### src/hdl/pin_route_pkg.sv
package pin_route_pkg;

  // ==========================================================================
  // register port word addresses
  localparam logic [15:0] ADDR_BUS_ROUTE_SELECT = 16'h1c00;
  localparam logic [15:0] ADDR_OUTPUT_SLEW_CONTROL = 16'h1c16;
  localparam logic [15:0] ADDR_SERIAL_PIN_PULL_INHIBIT = 16'h1c17;
  localparam logic [15:0] ADDR_MISC_PIN_PULL_INHIBIT = 16'h1c18;
  localparam logic [15:0] ADDR_PARALLEL_PIN_PULL_INHIBIT = 16'h1c19;

  // ==========================================================================
  // writable bit masks and reset values
  localparam logic [15:0] MASK_BUS_ROUTE_SELECT = 16'h7f3f;
  localparam logic [15:0] RST_BUS_ROUTE_SELECT = 16'h0000;
  localparam logic [15:0] MASK_OUTPUT_SLEW_CONTROL = 16'h0005;
  localparam logic [15:0] RST_OUTPUT_SLEW_CONTROL = 16'h0005;
  localparam logic [15:0] MASK_SERIAL_PIN_PULL_INHIBIT = 16'h3f3f;
  localparam logic [15:0] RST_SERIAL_PIN_PULL_INHIBIT = 16'h3f3f;
  localparam logic [15:0] MASK_MISC_PIN_PULL_INHIBIT = 16'h7f3f;
  localparam logic [15:0] RST_MISC_PIN_PULL_INHIBIT = 16'h603f;
  localparam logic [15:0] MASK_PARALLEL_PIN_PULL_INHIBIT = 16'hfffc;
  localparam logic [15:0] RST_PARALLEL_PIN_PULL_INHIBIT = 16'hfffc;

  // ==========================================================================
  // field positions
  localparam int PARALLEL_ROUTE_SEL_LSB = 12;
  localparam int SERIAL1_ROUTE_SEL_LSB = 10;
  localparam int SERIAL0_ROUTE_SEL_LSB = 8;
  localparam int ADDR_AS_IO_LSB = 0;
  localparam int CLOCK_OUT_SLEW_BIT = 2;
  localparam int EXT_MEM_SLEW_BIT = 0;
  localparam int SER1_PULLDOWN_LSB = 8;
  localparam int SER0_PULLDOWN_LSB = 0;
  localparam int PULLUP_OFF_LSB = 8;
  localparam int ADDR_PULLDOWN_LSB = 0;
  localparam int PAR_PULLDOWN_LSB = 2;

  // ==========================================================================
  // route encodings
  localparam logic [2:0] PAR_LCD16 = 3'h0;
  localparam logic [2:0] PAR_GPIO_SPI_UART_AUD2 = 3'h1;
  localparam logic [2:0] PAR_LCD8_GPIO = 3'h2;
  localparam logic [2:0] PAR_LCD8_SPI_AUD3 = 3'h3;
  localparam logic [2:0] PAR_LCD8_AUD2_UART = 3'h4;
  localparam logic [2:0] PAR_LCD8_UART_SPI = 3'h5;
  localparam logic [2:0] PAR_GPIO_SPI_AUD23 = 3'h6;
  localparam logic [1:0] SER_MMC = 2'h0;
  localparam logic [1:0] SER_I2S = 2'h1;
  localparam logic [1:0] SER_GPIO = 2'h2;

  // ==========================================================================
  // pin counts and gpio numbering
  localparam int PAR_PINS = 21;
  localparam int SER_PINS = 6;
  localparam int ADDR_IO_PINS = 6;
  localparam int SER0_GPIO_BASE = 0;
  localparam int SER1_GPIO_BASE = 6;
  localparam int ADDR_GPIO_BASE = 21;

  // source of one parallel pin
  typedef enum logic [2:0] {
    SRC_NONE, SRC_LCD, SRC_SPI, SRC_UART, SRC_AUD2, SRC_AUD3, SRC_GPIO
  } src_type;

endpackage

### src/hdl/serial_port_if.sv
`timescale 1ns/100ps
interface serial_port_if;
  logic [1:0] route;
  logic [5:0] mmc_out, mmc_oe, mmc_in;
  logic [3:0] i2s_out, i2s_oe, i2s_in;
  logic [5:0] gp_out, gp_oe, gp_in;
  logic [5:0] pad_out, pad_oe, pad_in;

  modport router (
    input route, mmc_out, mmc_oe, i2s_out, i2s_oe, gp_out, gp_oe, pad_in,
    output mmc_in, i2s_in, gp_in, pad_out, pad_oe
  );
  modport owner (
    output route, mmc_out, mmc_oe, i2s_out, i2s_oe, gp_out, gp_oe, pad_in,
    input mmc_in, i2s_in, gp_in, pad_out, pad_oe
  );
endinterface

### src/hdl/pin_route_and_pad_control.sv
`timescale 1ns/100ps
module pin_route_and_pad_control import pin_route_pkg::*; (
  input wire logic i_core_clk,
  input wire logic i_rst_b,
  input wire logic [15:0] i_io_addr,
  input wire logic i_io_wr,
  input wire logic i_io_rd,
  input wire logic [15:0] i_io_wdata,
  output logic [15:0] o_io_rdata,
  output logic o_io_rvalid,
  input wire logic [20:0] i_lcd_out,
  input wire logic [20:0] i_lcd_oe,
  output logic [20:0] o_lcd_in,
  input wire logic [6:0] i_spi_out,
  input wire logic [6:0] i_spi_oe,
  output logic [6:0] o_spi_in,
  input wire logic [3:0] i_uart_out,
  input wire logic [3:0] i_uart_oe,
  output logic [3:0] o_uart_in,
  input wire logic [3:0] i_aud2_out,
  input wire logic [3:0] i_aud2_oe,
  output logic [3:0] o_aud2_in,
  input wire logic [3:0] i_aud3_out,
  input wire logic [3:0] i_aud3_oe,
  output logic [3:0] o_aud3_in,
  input wire logic [5:0] i_mmc0_out,
  input wire logic [5:0] i_mmc0_oe,
  output logic [5:0] o_mmc0_in,
  input wire logic [3:0] i_aud0_out,
  input wire logic [3:0] i_aud0_oe,
  output logic [3:0] o_aud0_in,
  input wire logic [5:0] i_mmc1_out,
  input wire logic [5:0] i_mmc1_oe,
  output logic [5:0] o_mmc1_in,
  input wire logic [3:0] i_aud1_out,
  input wire logic [3:0] i_aud1_oe,
  output logic [3:0] o_aud1_in,
  input wire logic [31:0] i_gpio_out,
  input wire logic [31:0] i_gpio_oe,
  output logic [31:0] o_gpio_in,
  input wire logic [5:0] i_ext_mem_addr_out,
  input wire logic [20:0] i_par_pad_in,
  output logic [20:0] o_par_pad_out,
  output logic [20:0] o_par_pad_oe,
  input wire logic [5:0] i_ser0_pad_in,
  output logic [5:0] o_ser0_pad_out,
  output logic [5:0] o_ser0_pad_oe,
  input wire logic [5:0] i_ser1_pad_in,
  output logic [5:0] o_ser1_pad_out,
  output logic [5:0] o_ser1_pad_oe,
  input wire logic [5:0] i_ext_mem_addr_pin_in,
  output logic [5:0] o_ext_mem_addr_pin_out,
  output logic [5:0] o_ext_mem_addr_pin_oe,
  output logic o_clock_out_slew,
  output logic o_ext_mem_slew,
  output logic [15:0] o_serial_pin_pull_inhibit,
  output logic [15:0] o_misc_pin_pull_inhibit,
  output logic [15:0] o_parallel_pin_pull_inhibit
);

  // ==========================================================================
  // parallel pin source table
  // pin order: 0 pixel clock, 1..16 lcd data 0..15, 17 bias, 18 mclk,
  // 19 hsync, 20 vsync; result is {source, index within that source}
  function automatic logic [7:0] par_src(input logic [2:0] mode, input logic [4:0] p);
    logic [4:0] q;
    logic [4:0] spi_q;
    q = 5'(p - 5'd9);
    spi_q = (q == 5'd0) ? 5'd0 : (q == 5'd1) ? 5'd3 : (q == 5'd2) ? 5'd1 : 5'd2;
    par_src = {SRC_LCD, p};
    case (mode)
      PAR_LCD16: par_src = {SRC_LCD, p};
      // gpio spi uart audio-2, same with audio-3
      PAR_GPIO_SPI_UART_AUD2, PAR_GPIO_SPI_AUD23: begin
        if (p <= 5'd2) par_src = {SRC_SPI, p};
        else if (p <= 5'd8) par_src = {SRC_GPIO, 5'(p + 5'd9)};
        else if (p <= 5'd12) par_src = {SRC_AUD2, q};
        else if (p <= 5'd16) par_src = (mode == PAR_GPIO_SPI_AUD23) ? {SRC_AUD3, 5'(p - 5'd13)} :
                                                                      {SRC_UART, 5'(p - 5'd13)};
        else par_src = {SRC_SPI, 5'(p - 5'd14)};
      end
      PAR_LCD8_GPIO: begin
        if (p >= 5'd9 && p <= 5'd11) par_src = {SRC_GPIO, 5'(p + 5'd9)};
        else if (p >= 5'd12 && p <= 5'd16) par_src = {SRC_GPIO, 5'(p + 5'd15)};
      end
      PAR_LCD8_SPI_AUD3: begin
        if (p >= 5'd9 && p <= 5'd12) par_src = {SRC_SPI, spi_q};
        else if (p >= 5'd13 && p <= 5'd16) par_src = {SRC_AUD3, 5'(p - 5'd13)};
      end
      PAR_LCD8_AUD2_UART: begin
        if (p >= 5'd9 && p <= 5'd12) par_src = {SRC_AUD2, q};
        else if (p >= 5'd13 && p <= 5'd16) par_src = {SRC_UART, 5'(p - 5'd13)};
      end
      PAR_LCD8_UART_SPI: begin
        if (p >= 5'd9 && p <= 5'd12) par_src = {SRC_SPI, spi_q};
        else if (p >= 5'd13 && p <= 5'd16) par_src = {SRC_UART, 5'(p - 5'd13)};
      end
      // reserved value parks every pin undriven
      default: par_src = {SRC_NONE, 5'd0};
    endcase
  endfunction

  // ==========================================================================
  // registers
  logic [15:0] bus_route_select_r, output_slew_control_r;
  logic [15:0] serial_pin_pull_inhibit_r, misc_pin_pull_inhibit_r, parallel_pin_pull_inhibit_r;
  logic [15:0] rdata_nxt, io_rdata_r;
  logic io_rvalid_r;

  // address decode
  wire hit_route = (i_io_addr == ADDR_BUS_ROUTE_SELECT);
  wire hit_slew = (i_io_addr == ADDR_OUTPUT_SLEW_CONTROL);
  wire hit_ser = (i_io_addr == ADDR_SERIAL_PIN_PULL_INHIBIT);
  wire hit_misc = (i_io_addr == ADDR_MISC_PIN_PULL_INHIBIT);
  wire hit_par = (i_io_addr == ADDR_PARALLEL_PIN_PULL_INHIBIT);

  // read back, unmapped reads give zero
  assign rdata_nxt = hit_route ? bus_route_select_r :
                     hit_slew ? output_slew_control_r :
                     hit_ser ? serial_pin_pull_inhibit_r :
                     hit_misc ? misc_pin_pull_inhibit_r :
                     hit_par ? parallel_pin_pull_inhibit_r : 16'h0000;

  always_ff @(posedge i_core_clk or negedge i_rst_b) begin
    if (!i_rst_b) begin
      bus_route_select_r <= RST_BUS_ROUTE_SELECT;
      output_slew_control_r <= RST_OUTPUT_SLEW_CONTROL;
      serial_pin_pull_inhibit_r <= RST_SERIAL_PIN_PULL_INHIBIT;
      misc_pin_pull_inhibit_r <= RST_MISC_PIN_PULL_INHIBIT;
      parallel_pin_pull_inhibit_r <= RST_PARALLEL_PIN_PULL_INHIBIT;
    end else if (i_io_wr) begin
      if (hit_route) bus_route_select_r <= i_io_wdata & MASK_BUS_ROUTE_SELECT;
      if (hit_slew) output_slew_control_r <= i_io_wdata & MASK_OUTPUT_SLEW_CONTROL;
      if (hit_ser) serial_pin_pull_inhibit_r <= i_io_wdata & MASK_SERIAL_PIN_PULL_INHIBIT;
      if (hit_misc) misc_pin_pull_inhibit_r <= i_io_wdata & MASK_MISC_PIN_PULL_INHIBIT;
      if (hit_par) parallel_pin_pull_inhibit_r <= i_io_wdata & MASK_PARALLEL_PIN_PULL_INHIBIT;
    end
  end

  // read data answers one cycle after the strobe
  always_ff @(posedge i_core_clk or negedge i_rst_b) begin
    if (!i_rst_b) begin
      io_rdata_r <= 16'h0000;
      io_rvalid_r <= 1'b0;
    end else begin
      io_rdata_r <= i_io_rd ? rdata_nxt : 16'h0000;
      io_rvalid_r <= i_io_rd;
    end
  end

  // ==========================================================================
  // route fields
  // parallel field
  wire [2:0] parallel_route_sel = bus_route_select_r[PARALLEL_ROUTE_SEL_LSB +: 3];
  // serial 1 field, serial 0 field
  wire [1:0] serial1_route_sel = bus_route_select_r[SERIAL1_ROUTE_SEL_LSB +: 2];
  wire [1:0] serial0_route_sel = bus_route_select_r[SERIAL0_ROUTE_SEL_LSB +: 2];
  wire [5:0] addr_as_io = bus_route_select_r[ADDR_AS_IO_LSB +: ADDR_IO_PINS];

  // ==========================================================================
  // parallel port mux
  logic [7:0] par_sel [PAR_PINS];
  logic [20:0] par_out_nxt, par_oe_nxt;

  genvar g;
  generate
    for (g = 0; g < PAR_PINS; g++) begin : g_par
      wire [2:0] src = par_sel[g][7:5];
      wire [4:0] idx = par_sel[g][4:0];
      assign par_sel[g] = par_src(parallel_route_sel, 5'(g));
      assign par_out_nxt[g] = (src == SRC_LCD) ? i_lcd_out[idx] :
                              (src == SRC_SPI) ? i_spi_out[idx[2:0] % 7] :
                              (src == SRC_UART) ? i_uart_out[idx[1:0]] :
                              (src == SRC_AUD2) ? i_aud2_out[idx[1:0]] :
                              (src == SRC_AUD3) ? i_aud3_out[idx[1:0]] :
                              (src == SRC_GPIO) ? i_gpio_out[idx] : 1'b0;
      assign par_oe_nxt[g] = (src == SRC_LCD) ? i_lcd_oe[idx] :
                             (src == SRC_SPI) ? i_spi_oe[idx[2:0] % 7] :
                             (src == SRC_UART) ? i_uart_oe[idx[1:0]] :
                             (src == SRC_AUD2) ? i_aud2_oe[idx[1:0]] :
                             (src == SRC_AUD3) ? i_aud3_oe[idx[1:0]] :
                             (src == SRC_GPIO) ? i_gpio_oe[idx] : 1'b0;
    end
  endgenerate

  // return path: a peripheral not routed to a pin sees zero
  logic [20:0] lcd_in_nxt;
  logic [6:0] spi_in_nxt;
  logic [3:0] uart_in_nxt, aud2_in_nxt, aud3_in_nxt;
  logic [31:0] gpio_par_in_nxt;
  always_comb begin
    lcd_in_nxt = '0;
    spi_in_nxt = '0;
    uart_in_nxt = '0;
    aud2_in_nxt = '0;
    aud3_in_nxt = '0;
    gpio_par_in_nxt = '0;
    for (int p = 0; p < PAR_PINS; p++) begin
      case (par_sel[p][7:5])
        SRC_LCD: lcd_in_nxt[par_sel[p][4:0]] = i_par_pad_in[p];
        SRC_SPI: spi_in_nxt[par_sel[p][2:0] % 7] = i_par_pad_in[p];
        SRC_UART: uart_in_nxt[par_sel[p][1:0]] = i_par_pad_in[p];
        SRC_AUD2: aud2_in_nxt[par_sel[p][1:0]] = i_par_pad_in[p];
        SRC_AUD3: aud3_in_nxt[par_sel[p][1:0]] = i_par_pad_in[p];
        SRC_GPIO: gpio_par_in_nxt[par_sel[p][4:0]] = i_par_pad_in[p];
        default: ;
      endcase
    end
  end

  // ==========================================================================
  // upper address pins
  // address stays driven until switched to gpio
  wire [5:0] addr_out_nxt = (addr_as_io & i_gpio_out[ADDR_GPIO_BASE +: 6]) | (~addr_as_io & i_ext_mem_addr_out);
  wire [5:0] addr_oe_nxt = (addr_as_io & i_gpio_oe[ADDR_GPIO_BASE +: 6]) | ~addr_as_io;
  wire [5:0] addr_gp_in_nxt = addr_as_io & i_ext_mem_addr_pin_in;

  // pads registered, one cycle behind the field
  logic [20:0] par_out_r, par_oe_r, lcd_in_r;
  logic [6:0] spi_in_r;
  logic [3:0] uart_in_r, aud2_in_r, aud3_in_r;
  logic [31:0] gpio_in_r;
  logic [5:0] addr_out_r, addr_oe_r;
  always_ff @(posedge i_core_clk or negedge i_rst_b) begin
    if (!i_rst_b) begin
      par_out_r <= '0;
      par_oe_r <= '0;
      lcd_in_r <= '0;
      spi_in_r <= '0;
      uart_in_r <= '0;
      aud2_in_r <= '0;
      aud3_in_r <= '0;
      gpio_in_r <= '0;
      addr_out_r <= '0;
      addr_oe_r <= '0;
    end else begin
      par_out_r <= par_out_nxt;
      par_oe_r <= par_oe_nxt;
      lcd_in_r <= lcd_in_nxt;
      spi_in_r <= spi_in_nxt;
      uart_in_r <= uart_in_nxt;
      aud2_in_r <= aud2_in_nxt;
      aud3_in_r <= aud3_in_nxt;
      gpio_in_r <= gpio_par_in_nxt | {5'h00, addr_gp_in_nxt, 21'h000000};
      addr_out_r <= addr_out_nxt;
      addr_oe_r <= addr_oe_nxt;
    end
  end

  // ==========================================================================
  // serial ports
  serial_port_if ser0 ();
  serial_port_if ser1 ();

  assign ser0.route = serial0_route_sel;
  assign ser0.mmc_out = i_mmc0_out;
  assign ser0.mmc_oe = i_mmc0_oe;
  assign ser0.i2s_out = i_aud0_out;
  assign ser0.i2s_oe = i_aud0_oe;
  assign ser0.gp_out = i_gpio_out[SER0_GPIO_BASE +: 6];
  assign ser0.gp_oe = i_gpio_oe[SER0_GPIO_BASE +: 6];
  assign ser0.pad_in = i_ser0_pad_in;

  assign ser1.route = serial1_route_sel;
  assign ser1.mmc_out = i_mmc1_out;
  assign ser1.mmc_oe = i_mmc1_oe;
  assign ser1.i2s_out = i_aud1_out;
  assign ser1.i2s_oe = i_aud1_oe;
  assign ser1.gp_out = i_gpio_out[SER1_GPIO_BASE +: 6];
  assign ser1.gp_oe = i_gpio_oe[SER1_GPIO_BASE +: 6];
  assign ser1.pad_in = i_ser1_pad_in;

  serial_pin_router u_ser0 (
    .i_core_clk(i_core_clk),
    .i_rst_b(i_rst_b),
    .port(ser0.router)
  );

  serial_pin_router u_ser1 (
    .i_core_clk(i_core_clk),
    .i_rst_b(i_rst_b),
    .port(ser1.router)
  );

  // ==========================================================================
  // outputs, all from flops here or in the routers
  assign o_io_rdata = io_rdata_r;
  assign o_io_rvalid = io_rvalid_r;
  assign o_par_pad_out = par_out_r;
  assign o_par_pad_oe = par_oe_r;
  assign o_lcd_in = lcd_in_r;
  assign o_spi_in = spi_in_r;
  assign o_uart_in = uart_in_r;
  assign o_aud2_in = aud2_in_r;
  assign o_aud3_in = aud3_in_r;
  assign o_ext_mem_addr_pin_out = addr_out_r;
  assign o_ext_mem_addr_pin_oe = addr_oe_r;
  assign o_gpio_in = {gpio_in_r[31:12], ser1.gp_in, ser0.gp_in};
  assign o_ser0_pad_out = ser0.pad_out;
  assign o_ser0_pad_oe = ser0.pad_oe;
  assign o_mmc0_in = ser0.mmc_in;
  assign o_aud0_in = ser0.i2s_in;
  assign o_ser1_pad_out = ser1.pad_out;
  assign o_ser1_pad_oe = ser1.pad_oe;
  assign o_mmc1_in = ser1.mmc_in;
  assign o_aud1_in = ser1.i2s_in;

  assign o_clock_out_slew = output_slew_control_r[CLOCK_OUT_SLEW_BIT];
  assign o_ext_mem_slew = output_slew_control_r[EXT_MEM_SLEW_BIT];
  // serial pulldown inhibits go straight to the pads
  assign o_serial_pin_pull_inhibit = serial_pin_pull_inhibit_r;
  assign o_misc_pin_pull_inhibit = misc_pin_pull_inhibit_r;
  // parallel pulldown inhibits, low two bits stay zero
  assign o_parallel_pin_pull_inhibit = parallel_pin_pull_inhibit_r;

endmodule

### src/hdl/serial_pin_router.sv
`timescale 1ns/100ps
module serial_pin_router import pin_route_pkg::*; (
  input wire logic i_core_clk,
  input wire logic i_rst_b,
  serial_port_if.router port
);

  // ==========================================================================
  // per pin selection
  logic [5:0] out_nxt, oe_nxt, mmc_in_nxt, gp_in_nxt;
  logic [3:0] i2s_in_nxt;
  logic [5:0] pad_out_r, pad_oe_r, mmc_in_r, gp_in_r;
  logic [3:0] i2s_in_r;

  genvar g;
  generate
    for (g = 0; g < SER_PINS; g++) begin : g_pin
      // pins 4 and 5 have no audio, so audio route gives gpio
      wire use_mmc = (port.route == SER_MMC);
      wire use_i2s = (port.route == SER_I2S) && (g < 4);
      wire use_gp = (port.route == SER_GPIO) || ((port.route == SER_I2S) && (g >= 4));
      assign out_nxt[g] = use_mmc ? port.mmc_out[g] : use_i2s ? port.i2s_out[g % 4] :
                          use_gp ? port.gp_out[g] : 1'b0;
      assign oe_nxt[g] = use_mmc ? port.mmc_oe[g] : use_i2s ? port.i2s_oe[g % 4] :
                         use_gp ? port.gp_oe[g] : 1'b0;
      assign mmc_in_nxt[g] = use_mmc & port.pad_in[g];
      assign gp_in_nxt[g] = use_gp & port.pad_in[g];
    end
    for (g = 0; g < 4; g++) begin : g_aud
      assign i2s_in_nxt[g] = (port.route == SER_I2S) & port.pad_in[g];
    end
  endgenerate

  // ==========================================================================
  // registered pads, so a route change lands one cycle later
  always_ff @(posedge i_core_clk or negedge i_rst_b) begin
    if (!i_rst_b) begin
      pad_out_r <= 6'h00;
      pad_oe_r <= 6'h00;
      mmc_in_r <= 6'h00;
      gp_in_r <= 6'h00;
      i2s_in_r <= 4'h0;
    end else begin
      pad_out_r <= out_nxt;
      pad_oe_r <= oe_nxt;
      mmc_in_r <= mmc_in_nxt;
      gp_in_r <= gp_in_nxt;
      i2s_in_r <= i2s_in_nxt;
    end
  end

  assign port.pad_out = pad_out_r;
  assign port.pad_oe = pad_oe_r;
  assign port.mmc_in = mmc_in_r;
  assign port.gp_in = gp_in_r;
  assign port.i2s_in = i2s_in_r;

endmodule

### config.mk
export PLATFORM = sky130hd
export DESIGN_NAME = pin_route_and_pad_control
export DESIGN_NICKNAME = d
export VERILOG_FILES = /design/src/hdl/pin_route_pkg.sv /design/src/hdl/serial_port_if.sv /design/src/hdl/pin_route_and_pad_control.sv /design/src/hdl/serial_pin_router.sv
export SDC_FILE = /design/constraint.sdc
export NUM_CORES = 1
export LEC_CHECK = 0
export BUFFER_PORTS_ARGS = -buffer_cell sky130_fd_sc_hd__buf_2
export CORE_ASPECT_RATIO = 1.2
export CORE_MARGIN = 1.5
export CORE_UTILIZATION = 35
export DETAILED_ROUTE_END_ITERATION = 6
export HOLD_SLACK_MARGIN = 0.1
export PLACE_DENSITY = 0.64
export SYNTH_ARGS = -nofsm -noshare
export SYNTH_HDL_FRONTEND = slang
export SYNTH_SLANG_ARGS = --single-unit
### constraint.sdc
create_clock -name i_core_clk -period 4.9 [get_ports i_core_clk]
set_input_delay 0.49 -clock i_core_clk [delete_from_list [all_inputs] [get_ports i_core_clk]]
set_output_delay 0.49 -clock i_core_clk [all_outputs]
set_load 0.01 [all_outputs]
## After elaboration in Yosys (flattened, before gate mapping)

Cells that the tools add are included.

- Divide/modulo/power cells: 21
- Magnitude comparators: 126
- Eq/ne operators: 141
- Muxes and demuxes: 1223
- Bitwise operators: 44
- Reductions and logical operators: 78

Operator list:

| kind | count |
|---|---|
| >= comparator 32 x 1 -> 1 bit (second input constant) | 21 |
| < comparator 32 x 4 -> 1 bit (second input constant) | 21 |
| modulo 3 x 3 -> 32 bit (second input constant) | 21 |
| two-way mux 32 bit | 21 |
| bitwise mux 32 bit | 20 |
| two-way mux 1 bit | 631 |
| two-way mux 21 bit | 21 |
| binary-select mux 1 bit (select 5 bit) | 84 |
| bitwise mux 21 bit | 20 |
| binary-select mux 1 bit (select 2 bit) | 126 |
| two-way mux 4 bit | 63 |
| bitwise mux 4 bit | 60 |
| one-hot mux 8 bit (5 select lines) | 4 |
| two-way mux 7 bit | 21 |
| bitwise mux 7 bit | 20 |
| == test 3 bit (second input constant) | 45 |
| one-hot mux 8 bit (4 select lines) | 4 |
| binary-select mux 1 bit (select 3 bit) | 42 |
| < comparator 5 x 6 -> 1 bit (second input constant) | 21 |
| demux 1 bit (select 5 bit) | 21 |
| >= comparator 5 x 1 -> 1 bit (second input constant) | 21 |
| one-hot mux 7 bit (2 select lines) | 7 |
| two-way mux 16 bit | 6 |
| one-hot mux 8 bit (2 select lines) | 6 |
| 28 further kinds | 306 |

- Register bits: 253
- Input bits: 265
- Output and inout port bits: 237

## Longest topological paths before layout

Gate-level depths: netlist of the first run.

- Word-level depth: 50
- Mapped depth: 15
- Gate-level depth less buffers: 10

## Modules after synthesis

Synthesis of the first run repeated with hierarchy kept, for this count alone.

- Cell total of the unflattened synthesis: 1237
- Area, all modules: 12590.8 µm²

Modules (own cells, without submodules):

| module | instances | cells an instance | area each (µm²) | seq. area each (µm²) |
|---|---|---|---|---|
| pin_route_and_pad_control | 1 | 1055 | 10383.7 | 4674.5 |
| serial_pin_router | 2 | 91 | 1103.6 | 700.7 |

## Worst setup path before layout of the first run

Ideal clock, no wire load.

- Path type: register to register
- From: register bus_route_select_r[14]
- To: register par_oe_r[1], in the netlist o_par_pad_oe[1]
- Setup time: 143 ps
- Data arrival time: 2721 ps
- Slack: 2036 ps
- Cell stages (with the launch flop): 14
- Path buffers: 8
- Clock period less this slack: 2864 ps
- Cells stage by stage: dfrtp_1 -> buf_2 -> buf_2 -> and3b_1 -> nor2_1 -> buf_2 -> buf_2 -> ha_1 -> buf_2 -> buf_2 -> buf_2 -> buf_1 -> mux2i_1 -> o221ai_1

- Word-level cells in the longest chain between the ends: 11
- Elaborated cells between the ends (all ways): 35
- Classes of those cells: div: 1; eq/ne: 12; mux: 19; reduce/logical: 3

Ends and longest elaborated chain:

| what | RTL line | RTL |
|---|---|---|
| start, declared | pin_route_and_pad_control.sv:105 | `logic [15:0] bus_route_select_r, output_slew_control_r;` |
| start signal, assigned | pin_route_and_pad_control.sv:132 | `if (hit_route) bus_route_select_r <= i_io_wdata & MASK_BUS_ROUTE_SELECT;` |
| == test 3 bit, or another cell as far along | pin_route_and_pad_control.sv:71 | `case (mode)` |
| OR reduction 5 bit (no source line) / OR reduction 2 bit (equally long branches) | -- |  |
| one-hot mux 7 bit (2 select lines) (*) | pin_route_and_pad_control.sv:71 |  |
| parallel branches: the longest is 7 deep, another holds modulo 3 x 3 -> 32 bit | -- |  |
| two-way mux 1 bit (*) | pin_route_and_pad_control.sv:177 | `assign par_oe_nxt[g] = (src == SRC_LCD) ? i_lcd_oe[idx] :` |
| named net par_oe_nxt[1] | pin_route_and_pad_control.sv:163 | `logic [20:0] par_out_nxt, par_oe_nxt;` |
| end signal, assigned | pin_route_and_pad_control.sv:238 | `par_oe_r <= par_oe_nxt;` |
| end, declared | pin_route_and_pad_control.sv:219 | `logic [20:0] par_out_r, par_oe_r, lcd_in_r;` |

Mark *: on every way through the listed nets, which the timed path passes. The select of a mux whose other input is x is not followed.
A chain may end at the register's enable or synchronous reset.

## Worst setup path in the final report of the first run

- From: register bus_route_select_r[12]
- To: register par_oe_r[6], in the netlist o_par_pad_oe[6]

- Word-level cells in the longest chain between the ends: 11
- Elaborated cells between the ends (all ways): 35
- Classes of those cells: div: 1; eq/ne: 12; mux: 19; reduce/logical: 3

Ends and longest elaborated chain:

| what | RTL line |
|---|---|
| == test 3 bit, or another cell as far along | pin_route_and_pad_control.sv:71 |
| OR reduction 5 bit (no source line) / OR reduction 2 bit (equally long branches) | -- |
| one-hot mux 8 bit (2 select lines) (*) | pin_route_and_pad_control.sv:71 |
| parallel branches: the longest is 7 deep, another holds modulo 3 x 3 -> 32 bit | -- |
| two-way mux 1 bit (*) | pin_route_and_pad_control.sv:177 |
| named net par_oe_nxt[6] | pin_route_and_pad_control.sv:163 |

Marked as above.

==> out/results.ini, run 1 <==
[status]
outcome=complete, no violations

[place]
hpwl_mm=41.12
gp_congestion=0.9325
io_buffer_count=492
dp_cells=2200

[yosys]
avgSynthCellArea_um2=9.850
synth_edf_count=0
synth_warnings=0
yosysSeqAreaShare=0.4680
syn-instance-count=1318
synthFlopType=dfrtp_1
ys_seq_elements=241
yosysUniqueCellTypes=86
async_flop_share=1.000
synth_area_um2=12980

[clock_network]
cts.sink_count=241
cts.clk_slew.worst_paths_ns=0.07
cts_tree=yes
cts_max_level=1
cts_buffers=27
cts_root_buffer=clkbuf_16
clockBufferDepth=3
insertion_delay_ns=0.56

[worst_setup_path]
r2r_cells=9
arrival_ns=4.31
cp_top_family=simple AND/OR/NAND/NOR gates
path_depth=9
path_buf_inv=2
required_ns=5.40
path_common_cell=a311o_1
slowest_delay_ns=0.70
crit_path_max_fanout=30
critPathKind=flip-flop to flip-flop
end_kind=flip-flop
critPathLaunchType=flip-flop
cp_slowest_cell=dfrtp_2
path_cells=nor3b_1 > nor2_2 > inv_2 > buf_4 > ha_1 > nand2b_1 > a311o_1 > a2111oi_0 > a311o_1

[final_layout]
area_growth_pct=28.40
drive_above_1_share=0.3976
nFillCells=3564
nets=2043
stdcell_count=2260

[min_path]
holdPathStages=2
hp-class=primary input to flip-flop

[sta]
rsz0062_at_grt=false
final_hold_viol_count=0
fmaxAchievable_ghz=0.2623
setup_tns_ns=0
clock_skew_ns=0.02468
finalCriticalPeriod_ns=3.812
worst_pin_slew_ns=1.155
fin_crit_sh=0.7780
slew_violations=0
maxSlewHeadroom=0.2237
setup_viol=0

[floorplan]
chipHeight_um=214.0
num_io_pins=502
start_util=0.3537
fp.coreArea_um2=36710
dieArea_um2=38260
die_width_um=178.8
num_rows=77

[power_and_ir_drop]
leakagePower_nw=8.057
power.density_nw_per_um2=278.5
ir_drop_mv=0.2694

[drt]
first_pass_iters=5
ant_nets=0
drt-total-wl_mm=54.30
num_vias=12536
drc=0
routed_via_density=5.547
wl_per_cell_um=24.03
drt-initial-drc-count=1395

[global_routing]
antenna_found_initial=17
grtUsageTotal=0.2759
grt_overflow=0
grt_pass1_wl_mm=79.04
grt_pass1_vias=12242
grt_max_degree=103

[run]
cap_violations=0

power by group:
group / internal (mW) / switching, mW / total, mW
clock network: 1.28 / 0.861 / 2.14
logic: 0.177 / 0.271 / 0.448
registers: 2.04 / 0.0157 / 2.05
cell families after synthesis:
| group | Yosys count | synth area share |
|---|---|---|
| other cells | 1 | 0.0002889 |
| buf+inv | 143 | 0.05185 |
| mux | 122 | 0.1117 |
| fa+ha+maj | 21 | 0.02024 |
| simple gates | 416 | 0.1622 |
| compound gates | 374 | 0.1857 |
| flops | 241 | 0.4680 |
sequential cells by signal (all words and copies together) (netlist names), 6 cells and up:
signal	flops
u_ser0.port.gp_in	6
gpio_in_r	20
o_serial_pin_pull_inhibit	12
o_spi_in	7
u_ser1.port.gp_in	6
o_io_rdata	16
o_ext_mem_addr_pin_out	6
u_ser0.port.pad_oe	6
u_ser0.port.mmc_in	6
bus_route_select_r	13
o_parallel_pin_pull_inhibit	14
o_misc_pin_pull_inhibit	13
u_ser0.port.pad_out	6
o_par_pad_oe	21
o_lcd_in	21
o_par_pad_out	21
u_ser1.port.pad_out	6
u_ser1.port.mmc_in	6
o_ext_mem_addr_pin_oe	6
u_ser1.port.pad_oe	6
cell type report:
cell class / count / area, µm² / share of cell area
clock inverter: 8 / 123.9 / 0.007431
clock buffer: 42 / 802.0 / 0.04811
multi-input combinational: 942 / 6274 / 0.3763
inverter: 30 / 112.6 / 0.006755
sequential: 241 / 6082 / 0.3649
tap: 474 / 593.1 / 0.03558
timing repair buffer: 515 / 2663 / 0.1597
antenna: 8 / 20.02 / 0.001201
metal layers:
layer / part of all wire / track usage / vias to the layer above
met1: 0.39 / 0.3505 / 6103
met4: 0.032 / 0.08889 / 18
met5: 0.0022 / 0 / -
met3: 0.090 / 0.06077 / 111
met2: 0.49 / 0.4615 / 686
li1: - / - / 5618
cell usage in the layout (no fill, tap or decap), types with 5 or more instances in the layout:
master	count
nor2_1	76
a221oi_1	13
nand2_1	142
nand2b_1	19
ha_1	19
o311ai_0	5
mux2i_1	35
a22o_1	5
dfstp_2	36
mux2_2	63
o21ai_0	108
nand3_1	22
buf_4	20
o211ai_1	14
dfrtp_1	202
and2_1	56
a22oi_1	19
buf_2	491
inv_1	24
o22ai_1	30
nor2b_1	12
mux2_4	20
clkbuf_16	27
or3_1	8
a32oi_1	6
a21oi_1	71
nor3_1	25
clkbuf_8	7
a31oi_1	19
nand3b_1	5
a221o_1	6
a211oi_1	13
diode_2	8
and3_1	14
clkbuf_1	8
conb_1	9
a21o_1	10
o221ai_1	7
repair_timing:
action,CTS,global route
resized for setup,0,0
setup buffers,0,0
setup endpoints to repair,0,0
endpoints found under the hold margin,64,0
hold buffers,2,0
cell usage after synthesis (4+ instances only):
| master | number | share of area |
|---|---|---|
| a211o_1 | 4 | 0.0027 |
| o22ai_1 | 30 | 0.014 |
| inv_1 | 24 | 0.0069 |
| mux2_4 | 20 | 0.023 |
| dfrtp_1 | 205 | 0.40 |
| nor2_1 | 77 | 0.022 |
| nand3b_1 | 5 | 0.0029 |
| o21ai_0 | 108 | 0.042 |
| a21oi_1 | 71 | 0.027 |
| nand4_1 | 4 | 0.0019 |
| a32oi_1 | 6 | 0.0040 |
| nand2b_1 | 19 | 0.0092 |
| a221oi_1 | 13 | 0.0088 |
| a22oi_1 | 19 | 0.011 |
| nor3_1 | 25 | 0.0096 |
| clkbuf_1 | 60 | 0.017 |
| mux2_2 | 63 | 0.055 |
| a2bb2oi_1 | 4 | 0.0027 |
| nand2_1 | 142 | 0.041 |
| buf_2 | 33 | 0.013 |
| a211oi_1 | 13 | 0.0075 |
| and2_1 | 56 | 0.027 |
| a21o_1 | 10 | 0.0058 |
| dfstp_2 | 36 | 0.073 |
| o211ai_1 | 14 | 0.0081 |
| buf_4 | 12 | 0.0069 |
| mux2i_1 | 35 | 0.027 |
| nand3_1 | 22 | 0.0085 |
| a32o_1 | 4 | 0.0031 |
| ha_1 | 21 | 0.020 |
| a221o_1 | 6 | 0.0046 |
| a22o_1 | 5 | 0.0034 |
| and3_1 | 14 | 0.0067 |
| o311ai_0 | 5 | 0.0034 |
| a31oi_1 | 19 | 0.0092 |
| or3_1 | 8 | 0.0039 |
| mux4_2 | 4 | 0.0069 |
| nor3b_1 | 4 | 0.0023 |
| o221ai_1 | 7 | 0.0047 |
| o21a_1 | 4 | 0.0023 |
| clkinv_1 | 4 | 0.0012 |
| nor2b_1 | 13 | 0.0063 |
path summary, 6_finish.rpt:
kind | from | to | slack (ns)
min reg2reg | o_parallel_pin_pull_inhibit[15]$_DFFE_PN1P_ | o_io_rdata[15]$_DFF_PN0_ | 0.54
max reg2reg | bus_route_select_r[12]$_DFFE_PN0P_ | o_par_pad_oe[6]$_DFF_PN0_ | 1.09
min in group asynchronous | i_rst_b | u_ser0.port.gp_in[4]$_DFF_PN0_ | 0.53
max in group asynchronous | i_rst_b | u_ser0.port.pad_oe[0]$_DFF_PN0_ | 3.31
min | i_gpio_oe[22] | o_ext_mem_addr_pin_oe[1]$_DFF_PN0_ | 0.13
max | bus_route_select_r[12]$_DFFE_PN0P_ | o_par_pad_oe[6]$_DFF_PN0_ | 1.09
per-stage QoR:
stage                 util  cell area, µm²  power [mW]  hold WS [ns]  setup slack, ns
detailed placement  0.4278           15700       2.532        0.5263            1.213
global route        0.4538           16660       4.789        0.1208           0.8592
CTS                 0.4536           16650       4.687        0.1031            1.198
global placement    0.4278           15700       2.529        0.5197            1.314
floorplan                -           13010       2.231        0.1944            2.036
finish              0.4541           16670       4.642        0.1275            1.088
No activity file was read; power rests on OpenSTA's default activity.
==> run 2, diff against run 1 <==
--- a/config.mk
+++ b/config.mk
@@ -11,7 +11,7 @@
 export CORE_UTILIZATION = 35
 export DETAILED_ROUTE_END_ITERATION = 6
 export HOLD_SLACK_MARGIN = 0.1
-export PLACE_DENSITY = 0.64
+export PLACE_DENSITY = 0.66
 export SYNTH_ARGS = -nofsm -noshare
 export SYNTH_HDL_FRONTEND = slang
 export SYNTH_SLANG_ARGS = --single-unit
==> constraint.sdc (replaced) <==
create_clock -name i_core_clk -period 3.3 [get_ports i_core_clk]
set_input_delay 0.33 -clock i_core_clk [delete_from_list [all_inputs] [get_ports i_core_clk]]
set_output_delay 0.33 -clock i_core_clk [all_outputs]
set_load 0.01 [all_outputs]
==> run 2 against run 1 <==
- non-clock buffer count increased by 142
- total power increased by 51%
- die area unchanged
- wire length increased by 2.0%
- critical path depth increased by 2
- sequential cell count unchanged
- clock skew increased by 0.0075 ns
- clock power increased by 49%
- largest cell class unchanged
- utilization increased by 3.8 points
- cell count increased by 6.3%
- critical path type unchanged
- sequential power increased by 48%
==> out/results.ini, run 2 (synthesized netlist as in run 1, its figures left out) <==
[status]
outcome=complete, no violations  ; unchanged

[worst_setup_path]
path_cells=buf_6 > clkinv_1 > nand2_1 > o21ai_0 > ha_1 > buf_4 > or3_1 > inv_1 > o21ai_0 > o211ai_1 > dlygate4sd3_1  ; was nor3b_1 > nor2_2 > inv_2 > buf_4 > ha_1 > nand2b_1 > a311o_1 > a2111oi_0 > a311o_1
required_ns=3.79  ; was 5.40 ns
critPathLaunchType=flip-flop  ; unchanged
path_common_cell=o21ai_0  ; was a311o_1
cp_top_family=buffers and inverters  ; was simple AND/OR/NAND/NOR gates
critPathKind=flip-flop to flip-flop  ; unchanged
cp_slowest_cell=dlygate4sd3_1  ; was dfrtp_2
path_buf_inv=5  ; was 2
end_kind=flip-flop  ; unchanged
arrival_ns=3.59  ; was 4.31 ns
crit_path_max_fanout=36  ; was 30
slowest_delay_ns=0.58  ; was 0.70 ns

[clock_network]
cts.clk_slew.worst_paths_ns=0.08  ; was 0.07 ns
cts_tree=yes  ; unchanged
cts.sink_count=241  ; unchanged
clockBufferDepth=3  ; unchanged
insertion_delay_ns=0.56  ; about the same
cts_buffers=27  ; unchanged
cts_root_buffer=clkbuf_16  ; unchanged
cts_max_level=1  ; unchanged
cts_setup_buffers=0  ; unchanged

[floorplan]
num_rows=77  ; unchanged
fp.coreArea_um2=36710  ; unchanged
dieArea_um2=38260  ; unchanged
chipHeight_um=214.0  ; unchanged
die_width_um=178.8  ; unchanged
start_util=0.3537  ; unchanged
num_io_pins=502  ; unchanged

[final_layout]
nFillCells=3426  ; was 3564
area_growth_pct=39.14  ; was 28.40%
postLayoutCellArea_um2=18060  ; was 16670 µm²
final_cell_mix=buf_2 (491), dfrtp_1 (202), nand2_1 (142)  ; unchanged
multiInputGateArea_um2=6279  ; was 6274 µm²
seqCellArea_um2=6082  ; unchanged
drive_above_1_share=0.3806  ; was 0.3976
nets=2185  ; was 2043
final_common_cell=buf_2  ; unchanged

[global_routing]
grt_pass1_vias=13089  ; was 12242
grtUsageTotal=0.2837  ; was 0.2759
grt_pass1_wl_mm=81.50  ; was 79.04 mm
grt_overflow=0  ; unchanged
grt_max_degree=85  ; was 103
antenna_found_initial=16  ; was 17

[power_and_ir_drop]
power.density_nw_per_um2=388.7  ; was 278.5 nW/µm²
p_seq_frac=0.434  ; was 0.442
sw_frac_of_total=0.2524  ; was 0.2474
p_int_mw=5.249  ; was 3.493 mW
p_comb_frac=0.112  ; was 0.097
ir_drop_mv=0.3305  ; was 0.2694 mV
leakagePower_nw=8.666  ; was 8.057 nW
p_switching_mw=1.772  ; was 1.149 mW
p_clk_frac=0.454  ; was 0.461

[place]
hpwl_mm=40.86  ; was 41.12 mm
place_area_um2=15860  ; was 15700 µm²
gp_congestion=0.9410  ; was 0.9325
io_buffer_count=492  ; unchanged

[sta]
rsz0062_at_grt=false  ; unchanged
final_hold_viol_count=0  ; unchanged
fin_crit_sh=0.9378  ; was 0.7780
fmaxAchievable_ghz=0.3231  ; was 0.2623 GHz
setup_tns_ns=0  ; unchanged
clock_skew_ns=0.03221  ; was 0.02468 ns
finalCriticalPeriod_ns=3.095  ; was 3.812 ns
setup_viol=0  ; unchanged
maxSlewHeadroom=0.3827  ; was 0.2237
worst_pin_slew_ns=0.9259  ; was 1.155 ns
slew_violations=0  ; unchanged

[drt]
wl_per_cell_um=23.05  ; was 24.03 µm
drc=0  ; unchanged
num_vias=13227  ; was 12536
drt-initial-drc-count=1311  ; was 1395
first_pass_iters=7  ; was 5
ant_nets=0  ; unchanged
routed_via_density=5.507  ; was 5.547
drt-total-wl_mm=55.37  ; was 54.30 mm

[min_path]
hp-class=primary input to flip-flop  ; unchanged

[run]
cap_violations=0  ; unchanged

run 2: path summary, 6_finish.rpt:
check,start,to,slack (ns),cells after the start
min in group asynchronous,i_rst_b,u_ser0.port.i2s_in[0]$_DFF_PN0_,0.38,2
min,i_gpio_out[18],o_par_pad_out[9]$_DFF_PN0_,0.12,3
max,bus_route_select_r[13]$_DFFE_PN0P_,o_par_pad_out[14]$_DFF_PN0_,0.21,11
min reg2reg,o_parallel_pin_pull_inhibit[7]$_DFFE_PN1P_,o_io_rdata[7]$_DFF_PN0_,0.54,1
max reg2reg,bus_route_select_r[13]$_DFFE_PN0P_,o_par_pad_out[14]$_DFF_PN0_,0.21,11
max in group asynchronous,i_rst_b,o_parallel_pin_pull_inhibit[4]$_DFFE_PN1P_,1.94,3
run 2: layout make-up:
| class | instances | share of cell area |
|---|---|---|
| antenna | 10 | 0.001385 |
| clock buffer | 31 | 0.03934 |
| clock inverter | 17 | 0.01157 |
| inverter | 30 | 0.006234 |
| multi-input combinational | 942 | 0.3476 |
| sequential | 241 | 0.3367 |
| tap | 474 | 0.03283 |
| timing repair buffer | 657 | 0.2244 |
run 2: what timing repair did:
item                                    4_1_cts  5_1_grt
hold buffers                                125        0
hold endpoints to repair                    226        0
resized for setup                             0        3
endpoints found under the setup margin        0        4
run 2: worst min-delay path, cell delays in order:
cell and delay (ns):
buf_2 0.08, mux2i_1 0.05, o221ai_1 0.18
run 2: stage by stage:
step | setup WS [ns] | total power, mW | std cells | utilization | hold slack [ns]
2_1_floorplan | 0.4360 | 3.312 | 1326 | - | 0.03441
3_3_place_gp | 0.2922 | 3.752 | 2219 | 0.4320 | 0.3861
3_5_place_dp | 0.2597 | 3.758 | 2219 | 0.4320 | 0.3849
4_1_cts | 0.1984 | 7.072 | 2392 | 0.4911 | 0.1021
5_1_grt | 0.04041 | 7.235 | 2399 | 0.4919 | 0.1228
6_report | 0.2052 | 7.021 | 2402 | 0.4921 | 0.1239
run 2: power by group through the flow:
stage | Sequential [mW] | Combinational [mW] | Clock [mW]
after floorplan | 3.13 | 0.182 | 0
after global placement | 3.10 | 0.656 | 0
after detailed placement | 3.10 | 0.662 | 0
after CTS | 3.04 | 0.780 | 3.25
after global routing | 3.05 | 0.849 | 3.34
final | 3.04 | 0.787 | 3.19
run 2: routing by layer:
layer  vias to the layer above  routed length, µm  GRT usage
li1                       5910                  -          -
met1                      6456              22140     0.3621
met2                       711              26390     0.4668
met3                       138               4497    0.05206
met4                        12               2274     0.1200
met5                         -                 69          0
==> run 3, diff against run 2 <==
--- a/config.mk
+++ b/config.mk
@@ -5,13 +5,13 @@
 export SDC_FILE = /design/constraint.sdc
 export NUM_CORES = 1
 export LEC_CHECK = 0
+export ABC_AREA = 1
 export BUFFER_PORTS_ARGS = -buffer_cell sky130_fd_sc_hd__buf_2
-export CORE_ASPECT_RATIO = 1.2
 export CORE_MARGIN = 1.5
 export CORE_UTILIZATION = 35
 export DETAILED_ROUTE_END_ITERATION = 6
 export HOLD_SLACK_MARGIN = 0.1
-export PLACE_DENSITY = 0.66
+export PLACE_DENSITY = 0.64
 export SYNTH_ARGS = -nofsm -noshare
 export SYNTH_HDL_FRONTEND = slang
 export SYNTH_SLANG_ARGS = --single-unit
==> constraint.sdc (replaced) <==
create_clock -name i_core_clk -period 2.9 [get_ports i_core_clk]
set_input_delay 0.29 -clock i_core_clk [delete_from_list [all_inputs] [get_ports i_core_clk]]
set_output_delay 0.29 -clock i_core_clk [all_outputs]
set_load 0.01 [all_outputs]
==> run 3 against run 2 <==
- the run now ends with DRC left
- critical path type unchanged
- cell count is 14% higher
- clock power increased by 5%
- cell area rose by 0.11%
- synthesized cell count rose by 22%
==> out/results.ini, run 3 <==
[status]
outcome=complete, but fails checks  ; was complete, no violations
violations=DRC

[yosys]
synth_top_area_share=0.4028  ; was 0.3951
async_flop_share=1.000  ; unchanged
syn-instance-count=1609  ; was 1318
synth_warnings=0  ; unchanged
yosysSeqAreaShare=0.4771  ; was 0.4680
ys_seq_elements=241  ; unchanged
avgSynthCellArea_um2=7.915  ; was 9.850 µm²
yosysUniqueCellTypes=55  ; was 86
yosysTopAreaCell=dfrtp_1  ; unchanged
synthFlopType=dfrtp_1  ; unchanged
synth_area_um2=12740  ; was 12980 µm²
synth_edf_count=0  ; unchanged
yosys-top-cells-area=dfrtp_1 (40%), nand2_1 (13%), dfstp_2 (7.4%), inv_1 (5.1%), o21ai_0 (5.1%)  ; was dfrtp_1 (40%), dfstp_2 (7.3%), mux2_2 (5.5%), o21ai_0 (4.2%), nand2_1 (4.1%)
synthTopCellsByCount=nand2_1 (455), dfrtp_1 (205), inv_1 (174)  ; was dfrtp_1 (205), nand2_1 (142), o21ai_0 (108)
synth.most_common_cell=nand2_1  ; was dfrtp_1

[power_and_ir_drop]
sw_frac_of_total=0.2527  ; was 0.2524
p_seq_frac=0.450  ; was 0.434
p_clk_frac=0.434  ; was 0.454
p_comb_frac=0.117  ; was 0.112
p_switching_mw=1.948  ; was 1.772 mW
ir_drop_mv=0.4552  ; was 0.3305 mV
p_int_mw=5.762  ; was 5.249 mW
power.density_nw_per_um2=426.4  ; was 388.7 nW/µm²
leakagePower_nw=9.667  ; was 8.666 nW

[sta]
fin_crit_sh=0.9425  ; was 0.9378
clock_skew_ns=0.01564  ; was 0.03221 ns
maxSlewHeadroom=0.4463  ; was 0.3827
rsz0062_at_grt=false  ; unchanged
setup_tns_ns=0  ; unchanged
final_hold_viol_count=0  ; unchanged
worst_pin_slew_ns=0.8285  ; was 0.9259 ns
finalCriticalPeriod_ns=2.733  ; was 3.095 ns
slew_violations=0  ; unchanged
setup_viol=0  ; unchanged
fmaxAchievable_ghz=0.3659  ; was 0.3231 GHz

[final_layout]
multiInputGateArea_um2=5507  ; was 6279 µm²
area_growth_pct=41.99  ; was 39.14%
seqCellArea_um2=6078  ; was 6082 µm²
finish.utilization=0.5072  ; was 0.4921
nFillCells=3448  ; was 3426
final_common_cell=buf_2  ; unchanged
stdcell_count=2738  ; was 2402
drive_above_1_share=0.2952  ; was 0.3806
nets=2536  ; was 2185
final_cell_mix=buf_2 (491), nand2_1 (455), dfrtp_1 (203)  ; was buf_2 (491), dfrtp_1 (202), nand2_1 (142)

[clock_network]
cts_max_level=1  ; unchanged
clockBufferDepth=3  ; unchanged
cts_setup_buffers=0  ; unchanged
insertion_delay_ns=0.56  ; about the same
cts_buffers=28  ; was 27
cts.clk_slew.worst_paths_ns=0.06  ; was 0.08 ns
cts_root_buffer=clkbuf_16  ; unchanged
cts_tree=yes  ; unchanged
cts.sink_count=241  ; unchanged

[worst_setup_path]
critPathKind=flip-flop to flip-flop  ; unchanged
r2r-end=o_spi_in[6]$_DFF_PN0_  ; was o_par_pad_out[14]$_DFF_PN0_
critPathLaunchType=flip-flop  ; unchanged
crit_path_max_fanout=47  ; was 36
arrival_ns=3.17  ; was 3.59 ns
reg2reg_from=bus_route_select_r[12]$_DFFE_PN0P_  ; was bus_route_select_r[13]$_DFFE_PN0P_
end_kind=flip-flop  ; unchanged
required_ns=3.34  ; was 3.79 ns
r2r_cells=11  ; unchanged
rrSetupSlack_ns=0.17  ; was 0.21 ns

[min_path]
hp-class=primary input to flip-flop  ; unchanged
whs_endpoint=gpio_in_r[25]$_DFF_PN0_  ; was o_par_pad_out[9]$_DFF_PN0_
holdPathStages=3  ; unchanged
hp-start=i_ext_mem_addr_pin_in[4]  ; was i_gpio_out[18]

[global_routing]
grtUsageTotal=0.2914  ; was 0.2837
grt_max_degree=86  ; was 85
grt_pass1_wl_mm=83.69  ; was 81.50 mm
antenna_found_initial=7  ; was 16
grt_pass1_vias=13897  ; was 13089
grt_overflow=0  ; unchanged

[floorplan]
num_rows=69  ; was 77
fp.coreArea_um2=35660  ; was 36710 µm²
start_util=0.3572  ; was 0.3537
dieArea_um2=37540  ; was 38260 µm²
num_io_pins=502  ; unchanged
die_width_um=193.8  ; was 178.8 µm
chipHeight_um=193.8  ; was 214.0 µm

[drt]
ant_nets=0  ; unchanged
num_vias=14022  ; was 13227
drt-initial-drc-count=1216  ; was 1311
wl_per_cell_um=20.48  ; was 23.05 µm
routed_via_density=5.121  ; was 5.507
drc=54  ; was 0
first_pass_iters=7  ; unchanged
drt-total-wl_mm=56.08  ; was 55.37 mm

[place]
gp_congestion=0.9861  ; was 0.9410
dp_cells=2527  ; was 2219
io_buffer_count=492  ; unchanged
hpwl_mm=42.73  ; was 40.86 mm

[run]
cap_violations=0  ; unchanged

## run 3: cell types whose count changed after synthesis, sizes merged, moves of 17 or more
cell,change
nand2b,-19
o21ai,+50
nand3,+79
inv,+160
nand2,+335
o22ai,-17
and2,-56
mux2i,-35
mux2,-80
nor2,+48
clkbuf,-31
nor3,-18
## run 3: worst max-delay path by stage
stage	cells past startpoint	to	from	slack, ns
after floorplan	15	o_spi_in[6]$_DFF_PN0_	bus_route_select_r[13]$_DFFE_PN0P_	0.32
final	11	o_spi_in[6]$_DFF_PN0_	bus_route_select_r[12]$_DFFE_PN0P_	0.17
after global routing	8	o_par_pad_out[9]$_DFF_PN0_	bus_route_select_r[13]$_DFFE_PN0P_	0.001
after detailed placement	12	o_par_pad_oe[14]$_DFF_PN0_	bus_route_select_r[14]$_DFFE_PN0P_	0.09
after global placement	13	o_par_pad_out[14]$_DFF_PN0_	bus_route_select_r[14]$_DFFE_PN0P_	0.15
after CTS	12	o_par_pad_oe[14]$_DFF_PN0_	bus_route_select_r[14]$_DFFE_PN0P_	0.08
## run 3: timing repair
item	in CTS	in global routing
hold buffers	155	0
endpoints found under the hold margin	259	0
setup endpoints to repair	0	16
gates resized for setup	0	6
## run 3: worst max-delay path, stage by stage (launching register included)
cell     delay, ns
dfrtp_1       0.64
nor2_4        0.10
nand2_4       0.08
nand2_4       0.13
inv_2         0.23
ha_1          0.25
buf_12        0.25
nand2_1       0.16
nor3_1        0.35
nand2_1       0.13
o21ai_0       0.17
o22ai_1       0.08
## run 3: power by group through the flow
| stage | sequential (mW) | clock (mW) | combinational (mW) |
|---|---|---|---|
| after floorplan | 3.56 | 0 | 0.183 |
| after global placement | 3.53 | 0 | 0.728 |
| after detailed placement | 3.53 | 0 | 0.727 |
| after CTS | 3.47 | 3.40 | 0.891 |
| after global routing | 3.47 | 3.52 | 0.969 |
| final | 3.47 | 3.34 | 0.898 |
## run 3: final cells by class
cell class / instances / area share
antenna: 4 / 0.0005535
clock buffer: 47 / 0.04546
clock inverter: 5 / 0.002145
inverter: 190 / 0.04061
multi-input combinational: 1109 / 0.3045
sequential: 241 / 0.3361
tap: 461 / 0.03190
timing repair buffer: 681 / 0.2387
## run 3: cell families (layout without fill, tap and decap cells)
| group | Yosys count | after routing | synth area share |
|---|---|---|---|
| AO/OA/AOI/OAI | 326 | 326 | 0.1454 |
| adder cells (fa/ha/maj) | 20 | 20 | 0.01965 |
| buffers and inverters | 267 | 923 | 0.09372 |
| flip-flops | 241 | 241 | 0.4771 |
| multiplexers | 3 | 3 | 0.002652 |
| other | 1 | 13 | 0.0002944 |
| AND/OR/NAND/NOR | 751 | 751 | 0.2612 |
## run 3: stage by stage
stage	setup slack, ns	power [mW]	hold slack, ns	cell area (µm²)
after floorplan	0.3157	3.746	-0.005591	12770
after CTS	0.07853	7.762	0.1007	18060
after detailed placement	0.09274	4.252	0.3645	15650
after global routing	0.001448	7.965	0.1172	18080
final	0.1669	7.710	0.1060	18080
after global placement	0.1537	4.254	0.3558	15650
## run 3: per-layer routing
layer,global-route usage,routed length (µm),up-vias
met5,0,28,-
met4,0.1196,2310,4
met3,0.06801,5223,118
met2,0.4740,26010,765
met1,0.3732,22510,6653
li1,-,-,6482
